`src/agcr_map.svh`:
```
// Register map, field positions, reset values and counts for the bank
// Behaviour
// RL1 - Bits 7:4 of the gain register for modulators six and seven hold modulator seven's gain code, reset 0000, read/write, code n meaning gain 2^(n+1) for n up to 11 and codes 12 to 15 reserved.
// RL2 - Bits 3:0 of the same register hold modulator six's gain code with the same encoding and reset 0000, read/write.
// RL3 - The automatic gain enable register has one read/write bit per modulator, bit n for modulator n, all resetting to zero.
// RL4 - A modulator whose automatic gain bit is set has its gain stepped by the device toward the largest signal that does not saturate.
// RL5 - Three fixed 8-bit identification registers sit at 0x90, 0x91 and 0x92 for the auxiliary, revision and device codes.
// RL6 - Host writes to the identification registers leave them unchanged.
// RL7 - With the idle power saving bit 6 of configuration register zero set, the device drops to low power whenever every function is waiting or disabled.
// RL8 - The bank field in bits 2:0 of configuration register zero, reset 000, steers low-address accesses to bank 0, bank 4, flicker data or remote control.
// RL9 - The host writes the reserved configuration bits with their reset values and avoids reserved gain codes.
`ifndef AGCR_MAP_SVH
`define AGCR_MAP_SVH

`define AGCR_ADDR_GAIN67   8'h8C
`define AGCR_ADDR_AGC_EN   8'h8D
`define AGCR_ADDR_AUX_ID   8'h90
`define AGCR_ADDR_REV_ID   8'h91
`define AGCR_ADDR_DEV_ID   8'h92
`define AGCR_ADDR_GENERAL_CONFIG_ZERO     8'h93

`define AGCR_GAIN7_MSB     7
`define AGCR_GAIN7_LSB     4
`define AGCR_GAIN6_MSB     3
`define AGCR_GAIN6_LSB     0
`define AGCR_GENERAL_CONFIG_ZERO_IDLE_BIT 6
`define AGCR_GENERAL_CONFIG_ZERO_BANK_MSB 2
`define AGCR_GENERAL_CONFIG_ZERO_BANK_LSB 0

`define AGCR_GAIN_RST      4'h0
`define AGCR_GAIN_MAX      4'hB
`define AGCR_GAIN_MIN      4'h0
`define AGCR_AGC_EN_RST    8'h00
`define AGCR_GENERAL_CONFIG_ZERO_RST      8'h20
`define AGCR_BANK_RST      3'h0
`define AGCR_UNMAPPED_RD   8'h00

`define AGCR_NUM_MOD       8
`define AGCR_RD_LATENCY    1

`endif

```
`src/agcr_pkg.sv`:
```
// Types shared by the configuration bank and its users
package agcr_pkg;

   // Host register access, one request per cycle
   typedef struct packed {
      logic       wr;
      logic       rd;
      logic [7:0] addr;
      logic [7:0] wdata;
   } agcr_req_t;

   // Target of low-address accesses
   typedef enum logic [1:0] {
      AGCR_BANK_ZERO,
      AGCR_BANK_FOUR,
      AGCR_BANK_FLICKER,
      AGCR_BANK_REMOTE
   } agcr_bank_t;

endpackage : agcr_pkg

```
`src/agcr_regs.sv`:
```
// Gain, automatic gain, identification and configuration register bank
`timescale 1ns/10ps
`include "agcr_map.svh"

module agcr_regs
   import agcr_pkg::*;
#(
   parameter int unsigned NUM_MOD = `AGCR_NUM_MOD,
   // Identification values: arbitrary neutral codes
   parameter logic [7:0]  AUX_ID  = 8'h5A,
   parameter logic [7:0]  REV_ID  = 8'hA5,
   parameter logic [7:0]  DEV_ID  = 8'h3C
) (
   input  wire  logic               clk_sys_i,
   input  wire  logic               rst_n_i,
   input  wire  agcr_req_t          reg_req_i,
   input  wire  logic [NUM_MOD-1:0] meas_done_i,
   input  wire  logic [NUM_MOD-1:0] sat_i,
   input  wire  logic [NUM_MOD-1:0] low_sig_i,
   input  wire  logic               func_idle_i,
   output logic       [7:0]         rd_data_o,
   output logic                     rd_valid_o,
   output logic       [3:0]         mod6_gain_o,
   output logic       [3:0]         mod7_gain_o,
   output logic       [NUM_MOD-1:0] auto_gain_en_o,
   output logic       [NUM_MOD-1:0] agc_up_o,
   output logic       [NUM_MOD-1:0] agc_dn_o,
   output logic                     idle_power_saving_o,
   output agcr_bank_t               bank_sel_o
);

   // ------------------------------------------------------------
   // Register state
   // ------------------------------------------------------------
   logic       [3:0]         gain6_r;
   logic       [3:0]         gain6_nxt;
   logic       [3:0]         gain7_r;
   logic       [3:0]         gain7_nxt;
   logic       [NUM_MOD-1:0] agc_en_r;
   logic                     idle_en_r;
   logic       [2:0]         bank_r;
   logic       [7:0]         rd_data_r;
   logic                     rd_valid_r;
   logic       [NUM_MOD-1:0] up_r;
   logic       [NUM_MOD-1:0] dn_r;
   logic                     low_power_r;
   agcr_bank_t               bank_sel_r;

   // ------------------------------------------------------------
   // Address decode
   // ------------------------------------------------------------
   logic wr_gain67;
   logic wr_agc_en;
   logic wr_general_config_zero;

   assign wr_gain67 = reg_req_i.wr
                    && (reg_req_i.addr == `AGCR_ADDR_GAIN67);
   assign wr_agc_en = reg_req_i.wr
                    && (reg_req_i.addr == `AGCR_ADDR_AGC_EN);
   assign wr_general_config_zero   = reg_req_i.wr
                    && (reg_req_i.addr == `AGCR_ADDR_GENERAL_CONFIG_ZERO);

   // ------------------------------------------------------------
   // Automatic gain decisions per modulator
   // ------------------------------------------------------------
   logic [NUM_MOD-1:0] at_top;
   logic [NUM_MOD-1:0] at_bot;
   logic [NUM_MOD-1:0] up_want;
   logic [NUM_MOD-1:0] dn_want;

   for (genvar g = 0; g < NUM_MOD; g++) begin : g_agc
      // Only six and seven keep their gain here; others clamp outside
      if (g == 6) begin : g_six
         assign at_top[g] = (gain6_r >= `AGCR_GAIN_MAX);
         assign at_bot[g] = (gain6_r == `AGCR_GAIN_MIN);
      end else if (g == 7) begin : g_seven
         assign at_top[g] = (gain7_r >= `AGCR_GAIN_MAX);
         assign at_bot[g] = (gain7_r == `AGCR_GAIN_MIN);
      end else begin : g_ext
         assign at_top[g] = 1'b0;
         assign at_bot[g] = 1'b0;
      end
      // RL4 saturation lowers gain
      assign dn_want[g] = agc_en_r[g] && meas_done_i[g]
                        && sat_i[g] && !at_bot[g];
      // RL4 headroom raises gain
      assign up_want[g] = agc_en_r[g] && meas_done_i[g]
                        && !sat_i[g] && low_sig_i[g]
                        && !at_top[g];
   end

   // ------------------------------------------------------------
   // Next gain values
   // ------------------------------------------------------------
   // Host write takes priority over an automatic step
   always_comb begin
      gain6_nxt = gain6_r;
      if (wr_gain67) begin
         // RL2 modulator six field
         gain6_nxt = reg_req_i.wdata[`AGCR_GAIN6_MSB:`AGCR_GAIN6_LSB];
      end else if (dn_want[6]) begin
         // RL4 step six down
         gain6_nxt = gain6_r - 4'h1;
      end else if (up_want[6]) begin
         // RL4 step six up
         gain6_nxt = gain6_r + 4'h1;
      end
   end

   always_comb begin
      gain7_nxt = gain7_r;
      if (wr_gain67) begin
         // RL1 modulator seven field
         gain7_nxt = reg_req_i.wdata[`AGCR_GAIN7_MSB:`AGCR_GAIN7_LSB];
      end else if (dn_want[7]) begin
         // RL4 step seven down
         gain7_nxt = gain7_r - 4'h1;
      end else if (up_want[7]) begin
         // RL4 step seven up
         gain7_nxt = gain7_r + 4'h1;
      end
   end

   // ------------------------------------------------------------
   // Modulator six gain field
   // ------------------------------------------------------------
   always_ff @(posedge clk_sys_i) begin
      if (!rst_n_i) begin
         gain6_r <= `AGCR_GAIN_RST;
      end else begin
         gain6_r <= gain6_nxt;
      end
   end

   // ------------------------------------------------------------
   // Modulator seven gain field
   // ------------------------------------------------------------
   always_ff @(posedge clk_sys_i) begin
      if (!rst_n_i) begin
         gain7_r <= `AGCR_GAIN_RST;
      end else begin
         gain7_r <= gain7_nxt;
      end
   end

   // ------------------------------------------------------------
   // Automatic gain enable register
   // ------------------------------------------------------------
   always_ff @(posedge clk_sys_i) begin
      if (!rst_n_i) begin
         agc_en_r <= NUM_MOD'(`AGCR_AGC_EN_RST);
      end else if (wr_agc_en) begin
         // RL3 one bit per modulator
         agc_en_r <= NUM_MOD'(reg_req_i.wdata);
      end
   end

   // ------------------------------------------------------------
   // Configuration register zero
   // ------------------------------------------------------------
   // Reserved bits are not stored and read back their reset value
   always_ff @(posedge clk_sys_i) begin
      if (!rst_n_i) begin
         idle_en_r <= 1'(`AGCR_GENERAL_CONFIG_ZERO_RST >> `AGCR_GENERAL_CONFIG_ZERO_IDLE_BIT);
      end else if (wr_general_config_zero) begin
         // RL7 idle power saving enable
         idle_en_r <= reg_req_i.wdata[`AGCR_GENERAL_CONFIG_ZERO_IDLE_BIT];
      end
   end

   always_ff @(posedge clk_sys_i) begin
      if (!rst_n_i) begin
         bank_r <= `AGCR_BANK_RST;
      end else if (wr_general_config_zero) begin
         // RL8 bank select field
         bank_r <= reg_req_i.wdata[`AGCR_GENERAL_CONFIG_ZERO_BANK_MSB:
                                   `AGCR_GENERAL_CONFIG_ZERO_BANK_LSB];
      end
   end

   // ------------------------------------------------------------
   // Read multiplexer
   // ------------------------------------------------------------
   logic [7:0] general_config_zero_val;
   logic [7:0] rd_mux;

   always_comb begin
      general_config_zero_val = `AGCR_GENERAL_CONFIG_ZERO_RST;
      general_config_zero_val[`AGCR_GENERAL_CONFIG_ZERO_IDLE_BIT] = idle_en_r;
      general_config_zero_val[`AGCR_GENERAL_CONFIG_ZERO_BANK_MSB:`AGCR_GENERAL_CONFIG_ZERO_BANK_LSB] = bank_r;
   end

   always_comb begin
      case (reg_req_i.addr)
         `AGCR_ADDR_GAIN67: begin
            rd_mux = {gain7_r, gain6_r};
         end
         `AGCR_ADDR_AGC_EN: begin
            rd_mux = 8'(agc_en_r);
         end
         // RL5 RL6 fixed codes, no write path
         `AGCR_ADDR_AUX_ID: begin
            rd_mux = AUX_ID;
         end
         `AGCR_ADDR_REV_ID: begin
            rd_mux = REV_ID;
         end
         `AGCR_ADDR_DEV_ID: begin
            rd_mux = DEV_ID;
         end
         `AGCR_ADDR_GENERAL_CONFIG_ZERO: begin
            rd_mux = general_config_zero_val;
         end
         default: begin
            rd_mux = `AGCR_UNMAPPED_RD;
         end
      endcase
   end

   // RL6 identification writes have no decode, so nothing changes

   // ------------------------------------------------------------
   // Read answer
   // ------------------------------------------------------------
   always_ff @(posedge clk_sys_i) begin
      if (!rst_n_i) begin
         rd_data_r  <= `AGCR_UNMAPPED_RD;
         rd_valid_r <= 1'b0;
      end else begin
         rd_valid_r <= reg_req_i.rd;
         if (reg_req_i.rd) begin
            rd_data_r <= rd_mux;
         end
      end
   end

   // ------------------------------------------------------------
   // Step pulses to the modulator gain stages
   // ------------------------------------------------------------
   always_ff @(posedge clk_sys_i) begin
      if (!rst_n_i) begin
         up_r <= '0;
         dn_r <= '0;
      end else begin
         // RL4 pulses on a taken step
         up_r <= up_want & ~dn_want;
         dn_r <= dn_want;
         // Host write to six/seven cancels their step
         if (wr_gain67) begin
            up_r[7:6] <= 2'h0;
            dn_r[7:6] <= 2'h0;
         end
      end
   end

   // ------------------------------------------------------------
   // Low power idle
   // ------------------------------------------------------------
   always_ff @(posedge clk_sys_i) begin
      if (!rst_n_i) begin
         low_power_r <= 1'b0;
      end else begin
         // RL7 all functions waiting or off
         low_power_r <= idle_en_r && func_idle_i;
      end
   end

   // ------------------------------------------------------------
   // Bank decode
   // ------------------------------------------------------------
   always_ff @(posedge clk_sys_i) begin
      if (!rst_n_i) begin
         bank_sel_r <= AGCR_BANK_ZERO;
      end else begin
         // RL8 bank code to target
         case (bank_r)
            3'h0: begin
               bank_sel_r <= AGCR_BANK_ZERO;
            end
            3'h1: begin
               bank_sel_r <= AGCR_BANK_FOUR;
            end
            3'h3: begin
               bank_sel_r <= AGCR_BANK_FLICKER;
            end
            default: begin
               bank_sel_r <= AGCR_BANK_REMOTE;
            end
         endcase
      end
   end

   // ------------------------------------------------------------
   // Outputs
   // ------------------------------------------------------------
   assign rd_data_o           = rd_data_r;
   assign rd_valid_o          = rd_valid_r;
   assign mod6_gain_o         = gain6_r;
   assign mod7_gain_o         = gain7_r;
   assign auto_gain_en_o      = agc_en_r;
   assign agc_up_o            = up_r;
   assign agc_dn_o            = dn_r;
   assign idle_power_saving_o = low_power_r;
   assign bank_sel_o          = bank_sel_r;

endmodule : agcr_regs

```
`config.mk`:
```
export PLATFORM = sky130hd
export DESIGN_NAME = agcr_regs
export DESIGN_NICKNAME = d
export VERILOG_FILES = /design/src/agcr_pkg.sv /design/src/agcr_regs.sv
export VERILOG_INCLUDE_DIRS = /design/src /design/src/src
export SDC_FILE = /design/constraint.sdc
export NUM_CORES = 1
export LEC_CHECK = 0
export BUFFER_PORTS_ARGS = -buffer_cell sky130_fd_sc_hd__buf_2
export CAP_MARGIN = 20
export CORE_MARGIN = 8
export CORE_UTILIZATION = 23
export DETAILED_ROUTE_END_ITERATION = 10
export HOLD_SLACK_MARGIN = 0.02
export SLEW_MARGIN = 10
export SYNTH_ARGS = -nofsm -noshare
export SYNTH_HDL_FRONTEND = slang
export SYNTH_SLANG_ARGS = --single-unit
```
`constraint.sdc`:
```
create_clock -name clk_sys_i -period 1.8 [get_ports clk_sys_i]
set_input_delay 0.09 -clock clk_sys_i [delete_from_list [all_inputs] [get_ports clk_sys_i]]
set_output_delay 0.09 -clock clk_sys_i [all_outputs]
set_load 0.05 [all_outputs]
```
-- Word-level counts from Yosys, hierarchy flattened
Cells that the tools add are included.
- register bits after elaboration: 48
- latch bits: 0
- bits in writable memories: 0
- ROM bits: 0
- bits of input ports: 45
- output and inout port bits: 44
- logic and storage cells: 96
- memories: 0
- add/sub/neg operators: 4
- multipliers: 0
- divide/modulo/power cells: 0
- $lt $le $gt $ge: 2
- equality and inequality tests: 8
- shift-type cells: 0
- mux-type cells: 8
- bitwise logic cells: 3
- reduce and logical (&&, ||, !) cells: 58
- operator list (operator ; number):
    == test 8 bit (second input constant) ; 6
    case mux 8 bit (6 select lines) ; 1
    logical AND 1 bit ; 40
    two-way mux 4 bit ; 6
    logical NOT 1 bit ; 12
    adder 4 x 1 -> 4 bit (second input constant) ; 2
    AND 8 bit ; 1
    >= comparator 4 bit (second input constant) ; 2
    logical NOT 4 bit ; 2
    NOT 8 bit ; 1
    subtractor 4 x 1 -> 4 bit (second input constant) ; 2
    case mux 2 bit (3 select lines) ; 1
    nonzero test 3 bit ; 2
    == test 3 x 1 -> 1 bit (second input constant) ; 1
    == test 3 x 2 -> 1 bit (second input constant) ; 1
    logical NOT 3 bit ; 1
    OR reduction 2 bit ; 1
    NOT 1 bit ; 1

-- Logic depth before layout (Yosys ltp)
- word-level depth: 7
- depth in mapped cells: 9
- mapped depth without buffers: 8

-- Least setup slack after synthesis
OpenSTA, ideal clock, no wires.
- path kind: register to register
- from: register gain6_r[0] (netlist: mod6_gain_o[0])
- to: register gain6_r[3] (netlist: mod6_gain_o[3])
- library setup time: 0.119 ns
- data arrival time: 2.093 ns
- data required time: 1.681 ns
- setup slack: -0.411 ns
- stages on the path, launching flop included: 10
- buffers on the path: 1
- period minus slack after synthesis: 2.211 ns
- path through: dfxtp_1 > buf_2 > nor4_1 > or2_2 > inv_1 > ha_1 > a21o_1 > a21oi_1 > xnor2_1 > o21ai_1
- longest elaborated chain between the ends: 5
- elaborated cells between the ends (all ways): 12
- classes of those cells: add/sub (2); order compare (1); mux (3); reduce/logical (6)
- RTL lines (what ; line ; text):
    start, declared ; agcr_regs.sv:35 ; logic [3:0] gain6_r;
    start signal, assigned ; agcr_regs.sv:129 ; gain6_r <= `AGCR_GAIN_RST;
    start signal, assigned ; agcr_regs.sv:131 ; gain6_r <= gain6_nxt;
    logical NOT 4 bit (no line) (*) ; n/a ;
    logical NOT 1 bit (*) ; agcr_regs.sv:85 ; && sat_i[g] && !at_bot[g];
    logical AND 1 bit (*) ; agcr_regs.sv:85 ;
    named net dn_want[6] ; agcr_regs.sv:69 ; logic [NUM_MOD-1:0] dn_want;
    two-way mux 4 bit ; agcr_regs.sv:101 ; end else if (dn_want[6]) begin
    two-way mux 4 bit ; agcr_regs.sv:98 ; if (wr_gain67) begin
Mark *: on every way through the listed nets, which the timed path passes. The rest lies on a longest branch. The select of a mux whose other input is x is not followed.
A chain may end at the register's enable or synchronous reset.

-- Worst setup path after layout
- from: register gain7_r[1] (netlist: mod7_gain_o[1])
- to: register gain7_r[1] (netlist: mod7_gain_o[1])
- longest elaborated chain between the ends: 5
- elaborated cells between the ends (all ways): 12
- classes of those cells: add/sub (2); order compare (1); mux (3); reduce/logical (6)
- RTL lines (what ; line ; text):
    start, declared ; agcr_regs.sv:37 ; logic [3:0] gain7_r;
    start signal, assigned ; agcr_regs.sv:140 ; gain7_r <= `AGCR_GAIN_RST;
    start signal, assigned ; agcr_regs.sv:142 ; gain7_r <= gain7_nxt;
    branches (longest 5 deep; another with adder 4 x 1 -> 4 bit) ; n/a ;
Several ways; the timed one is not identified. The select of a mux whose other input is x is not followed.

==> metrics.cfg <==
[sta]
setup_viol = 0
period_needed_ns = 1.75
relSlewSlack = 0.656
slew_viol_final = 0
hold_viol = 0
tightest_slew_ns = 0.513
hold_slack_ns = 0.0296
fin_worst_skew_ns = 0.00858
rsz0062_at_grt = true
fmax_mhz = 571
finalCritPeriodShare = 0.973

[clock_tree]
ctsRootBufferMaster = clkbuf_8
clock-sinks = 48
clockBufferDepth = 2
clock_latency_ns = 0.30
clkTransAtPathRegs_ns = 0.09
ctsHtreeMaxLevel = 2
cts_buffers = 5
cts_tree = yes

[setup_path]
arrival_ns = 1.95
endpoint = mod7_gain_o[1]
crit_type = reg -> reg
critical_path.max_fanout = 6
cp_data_required_time_ns = 2.00
endpoint_kind = flop
reg2reg_setup_slack_ns = 0.05
reg2reg_from = mod7_gain_o[1]
crit_start = mod7_gain_o[1]
worstSetupStartpointType = flop
r2r_end = mod7_gain_o[1]
r2r_cells = 6

[placed_design]
io_buffers = 88
gp_congestion = 0.803
place_hpwl_um = 5590
dp_cells = 475

[global_routing]
grt_pass1_vias = 2334
grt.overflow.total = 0
grt_use_total = 0.106
grt_first_pass_wirelength_um = 11400
antenna_found_initial = 0
grt_start_max_net_pins = 26

[floorplanning]
core_area_um2 = 9730
die_w_um = 116
die-area_um2 = 13400
rows = 36
initial_core_util = 0.235
ioPinCount = 89
die-height_um = 116

[worst_hold_path]
hold_path.class = in -> reg

[routing]
drtIter0Drc = 79
viasPerCell = 4.45
postRouteAntennaNets = 0
wirelength_um = 7100
drc = 0
wl_per_cell_um = 14.3
vias = 2212
dr.pass1.iters = 4

[logic_synthesis]
post-synth-top-count-cell = dfxtp_1
yosysTopAreaCellShare = 0.420
synth_seq_area_share = 0.420
netlist_area_um2 = 2290
synth-edff-count = 0
postSynthCellCount = 251
yosysWarnings = 0
syn-num-nets = 302
async_reset_ff_frac = 0
synth.avg_cell_area_um2 = 9.12
synth_seq_cells = 48
ys.flop_type = dfxtp_1
synthTopCellsByCount = dfxtp_1 (48), nand2_1 (21), mux2i_1 (16), nand3_1 (16), inv_1 (14)
synth_area_leaders = dfxtp_1 (42%), mux2i_1 (7.0%), nor2b_1 (3.6%)
yosysTopAreaCell = dfxtp_1
synth_cell_types = 47

[layout]
multi_input_area_um2 = 1340
layout.cells.non_filler = 497
nNetsFinal = 414
num_antenna_cells = 0
fin_util = 0.339
nFillCells = 1030
area_delta_synth_final_pct = 43.9
seq_area_um2 = 996
drive_gt1_frac = 0.396

[power]
p_leak_nw = 1.54
power_density_nw_per_um2 = 564
power_mw = 1.86
vdd_ir_drop_max_mv = 0.228

[flow_run]
maxCapViolCount = 0

[run_status]
outcome = complete, no violations

[power breakdown]
group / switching, mW / internal [mW]
clock network: 0.352 / 0.271
registers: 0.00246 / 1.05
logic: 0.102 / 0.0778
[cells by family (layout without fill, tap and decap cells)]
family / Yosys count / after routing / synth area share
AOI/OAI and AO/OA: 49 / 49 / 0.145
xor gates and xnor gates: 7 / 7 / 0.0268
adders and majority gates: 6 / 6 / 0.0393
buffers and inverters: 23 / 136 / 0.0388
DFF: 48 / 48 / 0.420
muxes: 18 / 18 / 0.0798
and+or+nand+nor: 100 / 100 / 0.251
[state kept, by name (all words and copies together), names as in the netlist]
name	count
bank_sel_o	2
mod7_gain_o	4
auto_gain_en_o	8
agc_dn_o	8
idle_power_saving_o	1
rd_valid_o	1
mod6_gain_o	4
idle_en_r	1
rd_data_o	8
bank_r	3
agc_up_o	8
[final cells by class]
class	count	share of cell area
flip-flops and latches	48	0.302
clock inverters	1	0.00114
inverters	14	0.0167
repair buffers	114	0.199
clock buffers	7	0.0232
multi-input cells	180	0.407
well taps	133	0.0505
[metrics by stage]
step / instance area (µm²) / TNS [ns] / setup slack [ns]
finish: 3290 / 0 / 0.0487
global route: 3290 / -0.0329 / -0.0199
CTS: 3200 / -0.0160 / -0.0160
detailed placement: 3020 / -0.0473 / -0.0316
global placement: 3020 / 0 / 0.0392
floorplan: 2370 / -0.000914 / -0.000914
[how the worst min path moves through the flow]
stage / from / cells after the start / end
3_3_place_gp: sat_i[1] / 2 / agc_up_o[1]
6_report: reg_req_i[5] / 2 / mod7_gain_o[1]
4_1_cts: reg_req_i[5] / 2 / mod7_gain_o[1]
3_5_place_dp: sat_i[1] / 2 / agc_up_o[1]
5_1_grt: low_sig_i[1] / 2 / agc_up_o[1]
2_1_floorplan: sat_i[0] / 1 / agc_up_o[0]
[critical path: stages, from the launching register on]
cell and delay [ns]:
dfxtp_4 0.41, nor4_4 0.06, or2_4 0.26, buf_4 0.13
fa_1 0.47, mux2i_1 0.07, a32o_1 0.25
[repair_timing]
action                     4_1_cts  5_1_grt
setup buffers                    2        4
setup endpoints to repair        2        4
hold buffers                     8        0
gates resized for setup          1        9
pin swaps                        4       16
hold endpoints to repair        14        0
[layer usage]
metal | GRT usage | up-vias | wire length [µm]
met5 | 0 | - | 0
met4 | 0.0389 | 0 | 142
met3 | 0.0297 | 11 | 545
met2 | 0.175 | 59 | 3330
met1 | 0.127 | 1027 | 3080
li1 | - | 1115 | -
[placed cells by master, fill, tap and decap left out, types with 2 or more instances in the layout]
cell,netlist,layout
nand4_1,2,2
clkbuf_8,0,5
o31a_1,2,2
nand3_1,16,14
dfxtp_1,48,38
nand2b_1,2,2
o21ai_1,10,10
a221oi_1,2,2
and2_1,2,2
fa_1,2,2
nor2b_1,13,13
mux2i_1,16,16
o21a_1,3,3
a21oi_2,0,2
buf_4,0,18
nor2_1,11,11
mux2_2,2,2
nor4_4,0,2
and4_1,3,3
nor3_1,5,5
xnor2_1,6,6
dlygate4sd3_1,0,8
clkbuf_1,7,2
o21ai_0,5,5
buf_2,2,88
and3_1,5,5
dfxtp_4,0,9
nor3b_1,7,7
or2_4,0,2
nand2_1,21,21
a21oi_1,11,9
inv_1,14,12
ha_4,0,3
a21o_1,6,6
nand3_2,1,3
a32o_1,2,2
Note: power is estimated with default switching activity, not from simulation.
